$ cat src/logic/sra_pkg.sv
// Constants, state codes and the command carrier for the serial register access host.
// Assumes a 100 MHz system clock; all bus timing is derived from it here.
package sra_pkg;

  // ---------------------------------------------------------------------------
  // Timing
  // ---------------------------------------------------------------------------
  // Each serial bit is cut into four equal quarters; these are the quarter counts.
  localparam int CLK_PERIOD_NS      = 10;
  localparam int SPI_SCLK_PERIOD_NS = 1000;
  localparam int I2C_SCL_PERIOD_NS  = 10000;
  localparam int SPI_QTR_CYC = (SPI_SCLK_PERIOD_NS + 4 * CLK_PERIOD_NS - 1) / (4 * CLK_PERIOD_NS);
  localparam int I2C_QTR_CYC = (I2C_SCL_PERIOD_NS + 4 * CLK_PERIOD_NS - 1) / (4 * CLK_PERIOD_NS);
  localparam int TMR_W       = 9;
  localparam logic [TMR_W-1:0] SPI_QTR_LOAD = TMR_W'(SPI_QTR_CYC - 1);
  localparam logic [TMR_W-1:0] I2C_QTR_LOAD = TMR_W'(I2C_QTR_CYC - 1);

  // ---------------------------------------------------------------------------
  // Protocol fields
  // ---------------------------------------------------------------------------
  // Upper address bits are fixed; the low bit follows the address select strap.
  localparam logic [6:0] I2C_DEV_ADDR_BASE = 7'h20;
  localparam logic       DIR_WRITE         = 1'b0;
  localparam logic       DIR_READ          = 1'b1;
  localparam logic [3:0] SPI_LAST_BIT      = 4'h7;
  localparam logic [3:0] ACK_BIT           = 4'h8;
  localparam logic [7:0] RELEASE_BYTE      = 8'hff;
  localparam logic [3:0] SPI_BITS_LOG2     = 4'h3;

  // Byte phases within one transfer.
  localparam logic [1:0] PH_HEAD    = 2'h0;
  localparam logic [1:0] PH_INDEX   = 2'h1;
  localparam logic [1:0] PH_ADDR_RD = 2'h2;
  localparam logic [1:0] PH_DATA    = 2'h3;

  // Quarter codes of a bit period.
  localparam logic [1:0] Q0 = 2'h0;
  localparam logic [1:0] Q1 = 2'h1;
  localparam logic [1:0] Q2 = 2'h2;
  localparam logic [1:0] Q3 = 2'h3;

  // ---------------------------------------------------------------------------
  // Types
  // ---------------------------------------------------------------------------
  typedef enum logic [5:0] {
    ST_IDLE    = 6'h01,
    ST_START   = 6'h02,
    ST_LOAD    = 6'h04,
    ST_SHIFT   = 6'h08,
    ST_RESTART = 6'h10,
    ST_STOP    = 6'h20
  } sra_state_e;

  // One request: bus choice, direction, register index and burst length minus one.
  typedef struct packed {
    logic       useI2c;
    logic       isRead;
    logic [6:0] regIndex;
    logic [7:0] extraBytes;
  } sra_cmd_s;

endpackage

$ cat src/logic/sra_host.sv
// Host-side master for a sensor register port over a two-wire bus or a mode-00 serial link.
// Assumes pins are resolved outside (open-drain and three-state) and that the caller
// knows which wire mode the device was set to.
//
// Contract
// - Start: data falls while clock high.
// - First byte: seven address bits, direction.
// - Ninth clock pulse is acknowledge slot.
// - Sender releases data; receiver holds low.
// - Stop: data rises while clock high.
// - Master ends read with nack, stop.
// - Single read uses repeated start, direction one.
// - Single write: address, index, data, stop.
// - Mode 00: idle low, sample rising.
// - Select low for whole transfer, then high.
// - Sixteen clocks single, eight per extra.
// - Write data follows header, MSB first.
`timescale 1ns/1ns

module sra_host (
  input  wire logic              clk,
  input  wire logic              rst,
  input  wire logic              ce,
  input  wire logic              cmdValid,
  output logic                   cmdReady,
  input  wire sra_pkg::sra_cmd_s cmd,
  input  wire logic              addressLsbPin,
  input  wire logic              threeWireSelect,
  input  wire logic              wrValid,
  output logic                   wrReady,
  input  wire logic [7:0]        wrData,
  output logic                   rdValid,
  output logic [7:0]             rdData,
  output logic                   done,
  output logic                   nackSeen,
  output logic                   busy,
  output logic                   sclOut,
  output logic                   sclOe,
  input  wire logic              sdaIn,
  output logic                   sdaOut,
  output logic                   sdaOe,
  output logic                   spiClk,
  output logic                   spiCsN,
  input  wire logic              spiDataIn,
  output logic                   spiDataOut,
  output logic                   spiDataOe,
  input  wire logic              spiMiso
);

  // ---------------------------------------------------------------------------
  // State
  // ---------------------------------------------------------------------------
  sra_pkg::sra_state_e          stateReg, stateNext;
  logic [1:0]                   qReg, qNext, phaseReg, phaseNext;
  logic [sra_pkg::TMR_W-1:0]    tmrReg, tmrNext;
  logic [3:0]                   bitReg, bitNext;
  logic [7:0]                   shReg, shNext, rxReg, rxNext, rdDataNext;
  logic [7:0]                   remainReg, remainNext, lenReg, lenNext;
  logic [6:0]                   idxReg, idxNext, devReg, devNext;
  logic                         ackBitReg, ackBitNext, i2cReg, i2cNext, readReg, readNext;
  logic                         wire3Reg, wire3Next, nackNext, rdValidNext, doneNext;
  logic                         sdaReg, sclOeReg, sdaOeReg, spiClkReg, spiCsNReg, dOeReg;
  logic [2:0]                   sync1Reg, sync2Reg;

  // ---------------------------------------------------------------------------
  // Decoding
  // ---------------------------------------------------------------------------
  wire tick    = (tmrReg == '0);
  wire accept  = (stateReg == sra_pkg::ST_IDLE) && cmdValid;
  wire modeSel = accept ? cmd.useI2c : i2cReg;
  wire rxByte  = readReg && (phaseReg == sra_pkg::PH_DATA);
  wire ackSlot = rxByte ? (remainReg == 8'h00) : 1'b1;
  wire bitVal  = (bitReg == sra_pkg::ACK_BIT) ? ackSlot : shReg[7];
  wire [3:0] lastBit = i2cReg ? sra_pkg::ACK_BIT : sra_pkg::SPI_LAST_BIT;
  wire [sra_pkg::TMR_W-1:0] qtrLoad = i2cReg ? sra_pkg::I2C_QTR_LOAD : sra_pkg::SPI_QTR_LOAD;
  wire [6:0] devSel = {sra_pkg::I2C_DEV_ADDR_BASE[6:1], addressLsbPin};
  // The clock line is never sampled: the device keeps pace and never stretches.
  wire inBit = i2cReg ? sync2Reg[0] : (wire3Reg ? sync2Reg[2] : sync2Reg[1]);

  // Line levels for the next cycle; the two-wire clock is high in the upper quarters.
  wire isIdle  = (stateReg == sra_pkg::ST_IDLE);
  wire isStart = (stateReg == sra_pkg::ST_START);
  wire isShift = (stateReg == sra_pkg::ST_SHIFT);
  wire isRst   = (stateReg == sra_pkg::ST_RESTART);
  wire isStop  = (stateReg == sra_pkg::ST_STOP);
  wire clkLvl  = isIdle ? modeSel :
                 isStart ? i2cReg :
                 (stateReg == sra_pkg::ST_LOAD) ? 1'b0 :
                 (isStop && !i2cReg) ? 1'b0 : qReg[1];
  wire sdaLvl  = isIdle ? 1'b1 :
                 isStart ? (i2cReg ? (qReg == sra_pkg::Q0) : shReg[7]) :
                 isShift ? ((i2cReg && qReg == sra_pkg::Q0) ? sdaReg : bitVal) :
                 isRst ? ((qReg == sra_pkg::Q0) ? sdaReg : (qReg != sra_pkg::Q3)) :
                 (isStop && i2cReg) ? ((qReg == sra_pkg::Q0) ? sdaReg : (qReg == sra_pkg::Q3)) :
                 sdaReg;
  wire csLvl   = i2cReg || isIdle || (isStop && qReg != sra_pkg::Q0);
  // In three-wire reads the shared line is released once the header byte is out.
  wire oeLvl   = !modeSel && !csLvl && !(wire3Reg && rxByte);

  // ---------------------------------------------------------------------------
  // Sequencer
  // ---------------------------------------------------------------------------
  // Walks start, bytes with acknowledge slots, repeated start and stop.
  always_comb begin
    stateNext   = stateReg;
    qNext       = qReg;
    tmrNext     = isIdle ? tmrReg : (tick ? qtrLoad : tmrReg - 9'h001);
    bitNext     = bitReg;
    phaseNext   = phaseReg;
    shNext      = shReg;
    rxNext      = rxReg;
    ackBitNext  = ackBitReg;
    remainNext  = remainReg;
    lenNext     = lenReg;
    i2cNext     = i2cReg;
    readNext    = readReg;
    idxNext     = idxReg;
    wire3Next   = wire3Reg;
    devNext     = devReg;
    rdDataNext  = rdData;
    rdValidNext = 1'b0;
    doneNext    = 1'b0;
    nackNext    = nackSeen;
    unique case (stateReg)
      sra_pkg::ST_IDLE: begin
        if (accept) begin
          i2cNext    = cmd.useI2c;
          readNext   = cmd.isRead;
          idxNext    = cmd.regIndex;
          remainNext = cmd.extraBytes;
          lenNext    = cmd.extraBytes;
          wire3Next  = threeWireSelect;
          devNext    = devSel;
          nackNext   = 1'b0;
          phaseNext  = sra_pkg::PH_HEAD;
          bitNext    = 4'h0;
          qNext      = sra_pkg::Q0;
          tmrNext    = cmd.useI2c ? sra_pkg::I2C_QTR_LOAD : sra_pkg::SPI_QTR_LOAD;
          stateNext  = sra_pkg::ST_START;
          // Two-wire opens with address and write; the link with direction and index.
          shNext = cmd.useI2c ? {devSel, sra_pkg::DIR_WRITE} : {cmd.isRead, cmd.regIndex};
        end
      end
      sra_pkg::ST_START: begin
        if (tick) begin
          qNext = qReg + 2'h1;
          if (qReg == (i2cReg ? sra_pkg::Q3 : sra_pkg::Q1)) begin
            qNext     = sra_pkg::Q0;
            stateNext = sra_pkg::ST_SHIFT;
          end
        end
      end
      sra_pkg::ST_SHIFT: begin
        if (tick) begin
          qNext = qReg + 2'h1;
          if (qReg == sra_pkg::Q2) begin
            if (bitReg == sra_pkg::ACK_BIT) begin
              ackBitNext = inBit;
            end else begin
              rxNext = {rxReg[6:0], inBit};
            end
          end
          if (qReg == sra_pkg::Q3 && bitReg != lastBit) begin
            bitNext = bitReg + 4'h1;
            shNext  = {shReg[6:0], 1'b1};
          end else if (qReg == sra_pkg::Q3) begin
            bitNext = 4'h0;
            if (rxByte) begin
              rdDataNext  = rxReg;
              rdValidNext = 1'b1;
            end
            if (i2cReg && !rxByte && ackBitReg) begin
              nackNext  = 1'b1;
              stateNext = sra_pkg::ST_STOP;
            end else if (phaseReg == sra_pkg::PH_DATA) begin
              if (remainReg == 8'h00) begin
                stateNext = sra_pkg::ST_STOP;
              end else begin
                remainNext = remainReg - 8'h01;
                stateNext  = sra_pkg::ST_LOAD;
              end
            end else if (phaseReg == sra_pkg::PH_INDEX && readReg) begin
              stateNext = sra_pkg::ST_RESTART;
            end else if (phaseReg == sra_pkg::PH_HEAD && i2cReg) begin
              phaseNext = sra_pkg::PH_INDEX;
              shNext    = {1'b0, idxReg};
            end else begin
              phaseNext = sra_pkg::PH_DATA;
              stateNext = sra_pkg::ST_LOAD;
            end
          end
        end
      end
      // Each write data byte is fetched here and a read byte loads the release pattern; the device steps its own index per byte.
      sra_pkg::ST_LOAD: begin
        if (readReg || wrValid) begin
          shNext    = readReg ? sra_pkg::RELEASE_BYTE : wrData;
          tmrNext   = qtrLoad;
          stateNext = sra_pkg::ST_SHIFT;
        end
      end
      sra_pkg::ST_RESTART: begin
        if (tick) begin
          qNext = qReg + 2'h1;
          if (qReg == sra_pkg::Q3) begin
            phaseNext = sra_pkg::PH_ADDR_RD;
            shNext    = {devReg, sra_pkg::DIR_READ};
            stateNext = sra_pkg::ST_SHIFT;
          end
        end
      end
      sra_pkg::ST_STOP: begin
        if (tick) begin
          qNext = qReg + 2'h1;
          if (qReg == (i2cReg ? sra_pkg::Q3 : sra_pkg::Q1)) begin
            qNext     = sra_pkg::Q0;
            doneNext  = 1'b1;
            stateNext = sra_pkg::ST_IDLE;
          end
        end
      end
      default: begin
        stateNext = sra_pkg::ST_IDLE;
      end
    endcase
  end

  // Sequencer registers.
  always_ff @(posedge clk or posedge rst) begin
    if (rst) begin
      stateReg <= sra_pkg::ST_IDLE;
      qReg     <= 2'h0;
      tmrReg   <= '0;
      bitReg   <= 4'h0;
      phaseReg <= 2'h0;
      shReg    <= 8'hff;
      rxReg    <= 8'h00;
      remainReg <= 8'h00;
      lenReg   <= 8'h00;
    end else if (ce) begin
      stateReg <= stateNext;
      qReg     <= qNext;
      tmrReg   <= tmrNext;
      bitReg   <= bitNext;
      phaseReg <= phaseNext;
      shReg    <= shNext;
      rxReg    <= rxNext;
      remainReg <= remainNext;
      lenReg   <= lenNext;
    end
  end

  // Request fields, result flags and read data.
  always_ff @(posedge clk or posedge rst) begin
    if (rst) begin
      {ackBitReg, i2cReg, readReg, wire3Reg} <= 4'h2;
      idxReg   <= 7'h00;
      devReg   <= 7'h00;
      rdData   <= 8'h00;
      rdValid  <= 1'b0;
      done     <= 1'b0;
      nackSeen <= 1'b0;
    end else if (ce) begin
      {ackBitReg, i2cReg, readReg, wire3Reg} <= {ackBitNext, i2cNext, readNext, wire3Next};
      idxReg   <= idxNext;
      devReg   <= devNext;
      rdData   <= rdDataNext;
      rdValid  <= rdValidNext;
      done     <= doneNext;
      nackSeen <= nackNext;
    end
  end

  // Pin drivers and two-flop synchronisers for the returning data lines.
  always_ff @(posedge clk or posedge rst) begin
    if (rst) begin
      {sdaReg, sclOeReg, sdaOeReg} <= 3'h4;
      {spiClkReg, spiCsNReg, dOeReg} <= 3'h2;
      sync1Reg <= 3'h7;
      sync2Reg <= 3'h7;
    end else if (ce) begin
      {sdaReg, sclOeReg, sdaOeReg} <= {sdaLvl, modeSel && !clkLvl, modeSel && !sdaLvl};
      {spiClkReg, spiCsNReg, dOeReg} <= {!modeSel && clkLvl, csLvl, oeLvl};
      sync1Reg <= {spiDataIn, spiMiso, sdaIn};
      sync2Reg <= sync1Reg;
    end
  end

  // ---------------------------------------------------------------------------
  // Outputs
  // ---------------------------------------------------------------------------
  assign cmdReady   = isIdle && ce;
  assign wrReady    = (stateReg == sra_pkg::ST_LOAD) && !readReg && ce;
  assign busy       = !isIdle;
  assign sclOut     = 1'b0;
  assign sclOe      = sclOeReg;
  assign sdaOut     = 1'b0;
  assign sdaOe      = sdaOeReg;
  assign spiClk     = spiClkReg;
  assign spiCsN     = spiCsNReg;
  assign spiDataOut = sdaReg;
  assign spiDataOe  = dOeReg;

  // ---------------------------------------------------------------------------
  // Checks
  // ---------------------------------------------------------------------------
  // Rising link clock edges counted inside one select-low frame.
  logic [11:0] edgeCntReg;
  always_ff @(posedge clk or posedge rst) begin
    if (rst) begin
      edgeCntReg <= 12'h000;
    end else if (ce) begin
      if (spiCsNReg) begin
        edgeCntReg <= 12'h000;
      end else if (!spiClkReg && !modeSel && clkLvl) begin
        edgeCntReg <= edgeCntReg + 12'h001;
      end
    end
  end

  startCond_a: assert property (@(posedge clk) disable iff (rst)
    (i2cReg && $fell(sdaReg) && !sclOeReg && !$past(sclOeReg))
      |-> ($past(stateReg) == sra_pkg::ST_START || $past(stateReg) == sra_pkg::ST_RESTART))
    else $error("data fell under high clock outside a start");

  stopCond_a: assert property (@(posedge clk) disable iff (rst)
    (i2cReg && $rose(sdaReg) && !sclOeReg && !$past(sclOeReg))
      |-> $past(stateReg) == sra_pkg::ST_STOP)
    else $error("data rose under high clock outside a stop");

  ackRelease_a: assert property (@(posedge clk) disable iff (rst)
    (i2cReg && isShift && bitReg == sra_pkg::ACK_BIT && qReg[1] && !rxByte) |-> !sdaOeReg)
    else $error("host drove data during the device acknowledge");

  readNack_a: assert property (@(posedge clk) disable iff (rst)
    (i2cReg && isShift && bitReg == sra_pkg::ACK_BIT && qReg[1] && rxByte)
      |-> (sdaOeReg == (remainReg != 8'h00)))
    else $error("host acknowledge does not match the remaining count");

  addrByte_a: assert property (@(posedge clk) disable iff (rst)
    (i2cReg && isShift && phaseReg == sra_pkg::PH_HEAD && bitReg == 4'h0)
      |-> shReg == {devReg, sra_pkg::DIR_WRITE})
    else $error("first two-wire byte is not the write address");

  spiIdle_a: assert property (@(posedge clk) disable iff (rst)
    spiCsNReg |-> !spiClkReg ##1 !spiClkReg)
    else $error("link clock not low while deselected");

  dataStable_a: assert property (@(posedge clk) disable iff (rst)
    (!i2cReg && spiClkReg && $past(spiClkReg)) |-> $stable(sdaReg))
    else $error("link data changed while the clock was high");

  cmdDir_a: assert property (@(posedge clk) disable iff (rst)
    (!i2cReg && phaseReg == sra_pkg::PH_HEAD && bitReg == 4'h0 && $rose(spiClkReg))
      |-> sdaReg == readReg)
    else $error("first link bit is not the direction");

  frameLen_a: assert property (@(posedge clk) disable iff (rst)
    (!i2cReg && $rose(spiCsNReg))
      |-> edgeCntReg == (({4'h0, lenReg} + 12'h002) << sra_pkg::SPI_BITS_LOG2))
    else $error("frame clock count is not eight per byte");

  csLow_a: assert property (@(posedge clk) disable iff (rst)
    (!i2cReg && (isShift || stateReg == sra_pkg::ST_LOAD)) |-> !spiCsNReg)
    else $error("select high inside a frame");

endmodule // sra_host

$ cat config.mk
export PLATFORM = sky130hd
export DESIGN_NAME = sra_host
export DESIGN_NICKNAME = d
export VERILOG_FILES = /design/src/logic/sra_pkg.sv /design/src/logic/sra_host.sv
export SDC_FILE = /design/constraint.sdc
export NUM_CORES = 1
export LEC_CHECK = 0
export CAP_MARGIN = 5
export CORE_UTILIZATION = 50
export DETAILED_ROUTE_END_ITERATION = 10
export DONT_BUFFER_PORTS = 1
export HOLD_SLACK_MARGIN = 0.06
export PLACE_DENSITY_LB_ADDON = 0.15
export SLEW_MARGIN = 20
export SYNTH_ARGS = -nofsm -noshare
export SYNTH_HDL_FRONTEND = slang
export SYNTH_SLANG_ARGS = --single-unit
$ cat constraint.sdc
create_clock -name clk -period 3.74 [get_ports clk]
set_input_delay 0 -clock clk [delete_from_list [all_inputs] [get_ports clk]]
set_output_delay 0 -clock clk [all_outputs]
set_load 0.1 [all_outputs]
# --- Word level (Yosys, flattened, before mapping) ---
# Index checks and enable logic that the tools add are counted.
op_classes:
  muxes: 100
  n_reduce_logical: 55
  bitwise_logic: 2
  add_sub_neg: 4
  eq_ne: 39
op_table:
  columns: ["op", "n"]
  rows:
  - ["2-to-1 mux 8 bit", 22]
  - ["2-to-1 mux 6 bit", 16]
  - ["2-to-1 mux 9 bit", 4]
  - ["one-hot mux 6 bit (6 select lines)", 1]
  - ["one-hot mux 8 bit (4 select lines)", 1]
  - ["2-to-1 mux 1 bit", 31]
  - ["2-to-1 mux 2 bit", 14]
  - ["inequality test 2 bit (second input constant)", 11]
  - ["logical AND 1 bit", 20]
  - ["2-to-1 mux 4 bit", 5]
  - ["AND reduction 5 bit", 4]
  - ["inequality test 2 x 1 -> 1 bit (second input constant)", 9]
  - ["one-hot mux 9 bit (2 select lines)", 1]
  - ["one-hot mux 8 bit (2 select lines)", 1]
  - ["AND reduction 13 bit", 1]
  - ["one-hot mux 2 bit (3 select lines)", 2]
  - ["AND reduction 12 bit", 1]
  - ["AND reduction 11 bit", 1]
  - ["logical NOT 1 bit", 9]
  - ["logical NOT 9 bit", 1]
  - ["AND reduction 9 bit", 1]
  - ["subtractor 9 x 1 -> 9 bit (second input constant)", 1]
  - ["logical NOT 8 bit", 1]
  - ["one-hot mux 4 bit (2 select lines)", 1]
  - ["30 further kinds", 41]
totals:
  reg_bits: 83

# --- Longest topological paths before layout ---
logic_depth:
  depth_word: 10
  mapped_depth: 9
  mapped_depth_nobuf: 8

# --- Least setup slack after synthesis ---
# OpenSTA, ideal clock, no wires.
synth_timing:
  path_kind: "register to register"
  startpoint: "reg stateReg[3]"
  endpoint: "reg i2cReg"
  required_time_ps: 3615
  path_slack_ps: -24
  setup_time_ps: 125
  stages_incl_launch_ff: 8
  arrival_ps: 3639
  n_path_buf: 2
  path_cell_list: "dfrtp_1 clkbuf_1 or4_1 nor2_2 inv_1 buf_2 nor2_1 mux2_2"
synth_via:
  elab_chain_cells: 3
  elab_cells_between_ends: 4
  classes_between: "eq/ne: 1; mux: 1; reduce/logical: 2"
synth_rtl:
  columns: ["element", "line", "text"]
  rows:
  - ["start, declared", "sra_host.sv:53", "sra_pkg::sra_state_e stateReg, stateNext;"]
  - ["start signal, assigned", "sra_host.sv:231", "stateReg <= sra_pkg::ST_IDLE;"]
  - ["start signal, assigned", "sra_host.sv:241", "stateReg <= stateNext;"]
  - ["equality test 6 x 1 -> 1 bit (*)", "sra_host.sv:69, sra_host.sv:124", null]
  - ["logical AND 1 bit", "sra_host.sv:69", "wire accept = (stateReg == sra_pkg::ST_IDLE) && cmdValid;"]
  - ["2-to-1 mux 1 bit", null, null]
  - ["end signal, assigned", "sra_host.sv:264", "{ackBitReg, i2cReg, readReg, wire3Reg} <= {ackBitNext, i2cNext, readNext, wire3Next};"]
  - ["end, declared", "sra_host.sv:60", "logic ackBitReg, ackBitNext, i2cReg, i2cNext, readReg, readNext;"]
# Every way passes the cells marked *; elsewhere a longest branch is shown, timed or not.
# A chain may end at the register's enable or synchronous reset.

# --- Worst setup path after layout ---
layout_timing:
  startpoint: "reg stateReg[5]"
  endpoint: "out cmdReady"
layout_via:
  elab_chain_cells: 2
layout_rtl:
  columns: ["element", "line", "text"]
  rows:
  - ["equality test 6 x 1 -> 1 bit", "sra_host.sv:81", "wire isIdle = (stateReg == sra_pkg::ST_IDLE);"]
  - ["logical AND 1 bit", "sra_host.sv:292", "assign cmdReady = isIdle && ce;"]
  - ["end, declared", "sra_host.sv:25", "output logic cmdReady,"]
# Every way passes these cells.

==> summary by stage <==
Pwr
For this design the static power due to leakage is around 2.3 nW. Overall power consumption after layout is estimated at between 3 and 4 mW. In this run the power density over the cells is around 720 nW/µm². IR analysis of the VDD net gives a maximum drop of around 570 µV.

Route
The vias per cell is 6.19. The antenna violation net count after detailed routing is 0. The first-iteration detailed-routing DRC count is about 280. The via count is approximately 4,000. For this run, design rule violations remaining after detail routing come to 0. The aggregate routed wire length is ~12,000 µm. In the final routed layout, each cell accounts on average for around 19 µm. Before antenna repair, the detailed router went through 5 iterations.

Worst setup path
The setup path with the least slack is of type flop to output pin. The largest fanout of any net on the critical path is 14. The type of element launching the critical path is a flop.

The endpoint arrival time on the critical path is 2910 ps. The critical path endpoint category is an output pin. The worst endpoint required time is between 3000 and 4000 ps.

Global routing
The number of antenna violations at the first check in global routing is 0. The largest net degree at the start of global routing is 46. The most used routing layer is met2.

For met2 alone, demand over resource in global routing was 0.393. The first global-routing pass estimated between 15,000 and 20,000 µm of wire. For met3 alone, demand over resource in global routing was 0.0562. The total congestion overflow after global routing is 0. The total global routing track utilization is 0.254. The number of global-route vias before repair came to 3,800.

The met1 capacity usage during global routing is 0.352.

Timing
Of the available clock period, the critical path in the final layout requires 0.778. The count of final setup violators is 0. The slew at the pin closest to its max-slew limit is about 1100 ps. The headroom to the max-slew limit is 0.295.

On the final layout, the worst clock skew is 15.0 ps. The final setup TNS is 0 ps. The final count of hold timing violations was 0. The worst path in the final design needs a cycle of 2910 ps, including I/O delays and setup.

Setup repair after global routing left no endpoint under its margin. The number of pins with negative max-slew slack in the final report is 0. For this run, the top clock speed supported by timing is between 300 and 400 MHz.

Floorplan
The die area is about 10000 µm². The floorplan step defined a core boundary enclosing ~9200 µm². The cell row count is 35. The initial utilization of the core area, before any placement, comes to 0.513. 57 I/O pins were placed. The overall die width is between 90 and 100 µm. The die is about 99 µm tall.

Clocking
The clock reaches the later pin of the worst-skew pair after between 300 and 400 ps. The buffer type at the clock tree root is clkbuf_8. TritonCTS built the clock tree. The clock-pin slew reported for the worst setup and hold paths after clock tree synthesis is ~90 ps. The maximum clock insertion buffer count is 2. The TritonCTS buffer count is 9.

CTS built an H-tree with a depth of 3. The number of clock sinks is 83. The number of setup buffers added after CTS is 0.

Finish
The growth of design area from synthesis to finish is 15.1%. The fraction of final layout cells sized beyond drive strength 1 is 0.210. The repair_antennas step left the layout with diodes totalling 0.

The leading cell type in the layout, fill and taps excluded is dfrtp_1. Leaving out fill and tap cells, the most frequent cells in the layout are 65 x dfrtp_1, 49 x nand2_1, 44 x nor2_1. The final layout contains about 560 nets.

Outcome
The run finished with clean final reports.

Placed design
The weighted congestion reported at the end of routability-driven placement is ~0.85. In this run the tool buffered the top-level ports with 0 buffer cells. Detailed placement ended at an HPWL of 8090 µm.

Synth
The flop and latch count out of synthesis is 83. The flip-flop cell with the highest count after synthesis is dfrtp_1. In the post-synthesis netlist, the biggest area contributors are dfrtp_1 35%, dfstp_2 10%, mux2_2 9.6%, nand2_1 3.9%, nor2_1 3.6%. The sequential share of the synthesized area is 0.445. The synthesized design contains 0 enable-type register cells. The post-synthesis cell type count is 71. The share of async-settable or async-resettable flops after synthesis is 1.00. The synthesized netlist occupies a cell area of 4710 µm². Of all cell types, the one taking the most synthesized area is dfrtp_1.

After technology mapping, the gate count stands at roughly 500. The average cell area after synthesis is just under 10 µm². The total of warnings raised by yosys is 0. The top cell type's share of synthesized area is 0.345.

Worst hold path
The path class of the lowest-slack min-delay path is primary input to flop.

Run
Across the run, the number of max-cap violations was 0.
registers in the layout (all words and copies together) (netlist names), 2 cells and up:
| register | count |
|---|---|
| remainReg | 8 |
| rxReg | 8 |
| sync1Reg | 3 |
| phaseReg | 2 |
| tmrReg | 9 |
| devReg | 2 |
| idxReg | 7 |
| qReg | 2 |
| stateReg | 6 |
| shReg | 8 |
| bitReg | 4 |
| sync2Reg | 3 |
| rdData | 8 |
worst paths after layout:
kind / startpoint / cells after the start / to / slack (ps)
max in group asynchronous: rst / 3 / stateReg[0] / 2560
min in group asynchronous: rst / 2 / rdData[5] / 160
min reg2reg: shReg[4] / 2 / shReg[4] / 470
max: stateReg[5] / 6 / cmdReady / 830
min: cmd[16] / 3 / tmrReg[7] / 90
max reg2reg: stateReg[5] / 7 / tmrReg[6] / 910
layout make-up:
cell class | count | area [µm²]
inverter | 20 | 76.3
clock buffer | 9 | 124
fill | 827 | 3770
sequential | 83 | 2100
timing repair buffer | 44 | 428
tap | 111 | 139
multi-input combinational | 362 | 2450
clock inverter | 7 | 105
cells by family (layout without fill, tap and decap cells):
logic type | count (synthesis) | in the layout | share of synthesized area
compound gates | 121 | 121 | 0.176
xor+xnor | 4 | 4 | 0.00743
fa+ha+maj | 8 | 8 | 0.0212
buf+inv | 43 | 80 | 0.0366
flops | 83 | 83 | 0.445
mux | 47 | 47 | 0.111
other cells | 1 | 2 | 0.000795
simple gates | 180 | 180 | 0.202
synth_stat cells (all sizes together), types with 5 or more instances:
cell    count
inv        19
ha          8
or4         6
a21oi      28
a22o        6
a21o        6
buf         6
nor3       19
dfrtp      65
mux2i       6
nand3      12
mux2       41
nor4        5
clkbuf     17
nand2      49
nor2       47
o21ai      33
dfstp      18
o22ai       6
nand2b     10
nand4       5
critical path: stages (launching register included):
cell	delay, ps
dfrtp_1	510
or4_1	700
nor2_2	430
inv_1	110
buf_4	300
nor2_2	180
buf_4	320
metrics by stage:
stage	hold WS (ps)	std cells	setup WS [ps]	util	area (µm²)
final	87.8	636	829	0.590	5430
after CTS	69.8	636	850	0.590	5430
after global placement	-5.83	588	1010	0.530	4880
after detailed placement	-3.25	588	915	0.530	4880
after global routing	82.6	636	707	0.590	5430
after floorplan	152	488	167	-	4720
timing repair:
item                                    in CTS  in global routing
hold buffers                                32                  0
endpoints found under the setup margin       0                  0
gates resized for setup                      0                  0
endpoints found under the hold margin       89                  0
where the power goes:
| part | switching [mW] | total, mW | internal [mW] |
|---|---|---|---|
| registers | 0.457 | 1.64 | 1.19 |
| clock network | 0.364 | 0.752 | 0.388 |
| logic | 0.926 | 1.52 | 0.593 |
per-layer routing:
metal | part of all wire | vias up
li1 | - | 1840
met1 | 0.46 | 1910
met2 | 0.45 | 152
met3 | 0.066 | 33
met4 | 0.026 | 0
met5 | 0 | -
Power figures use the tool's default switching activity.
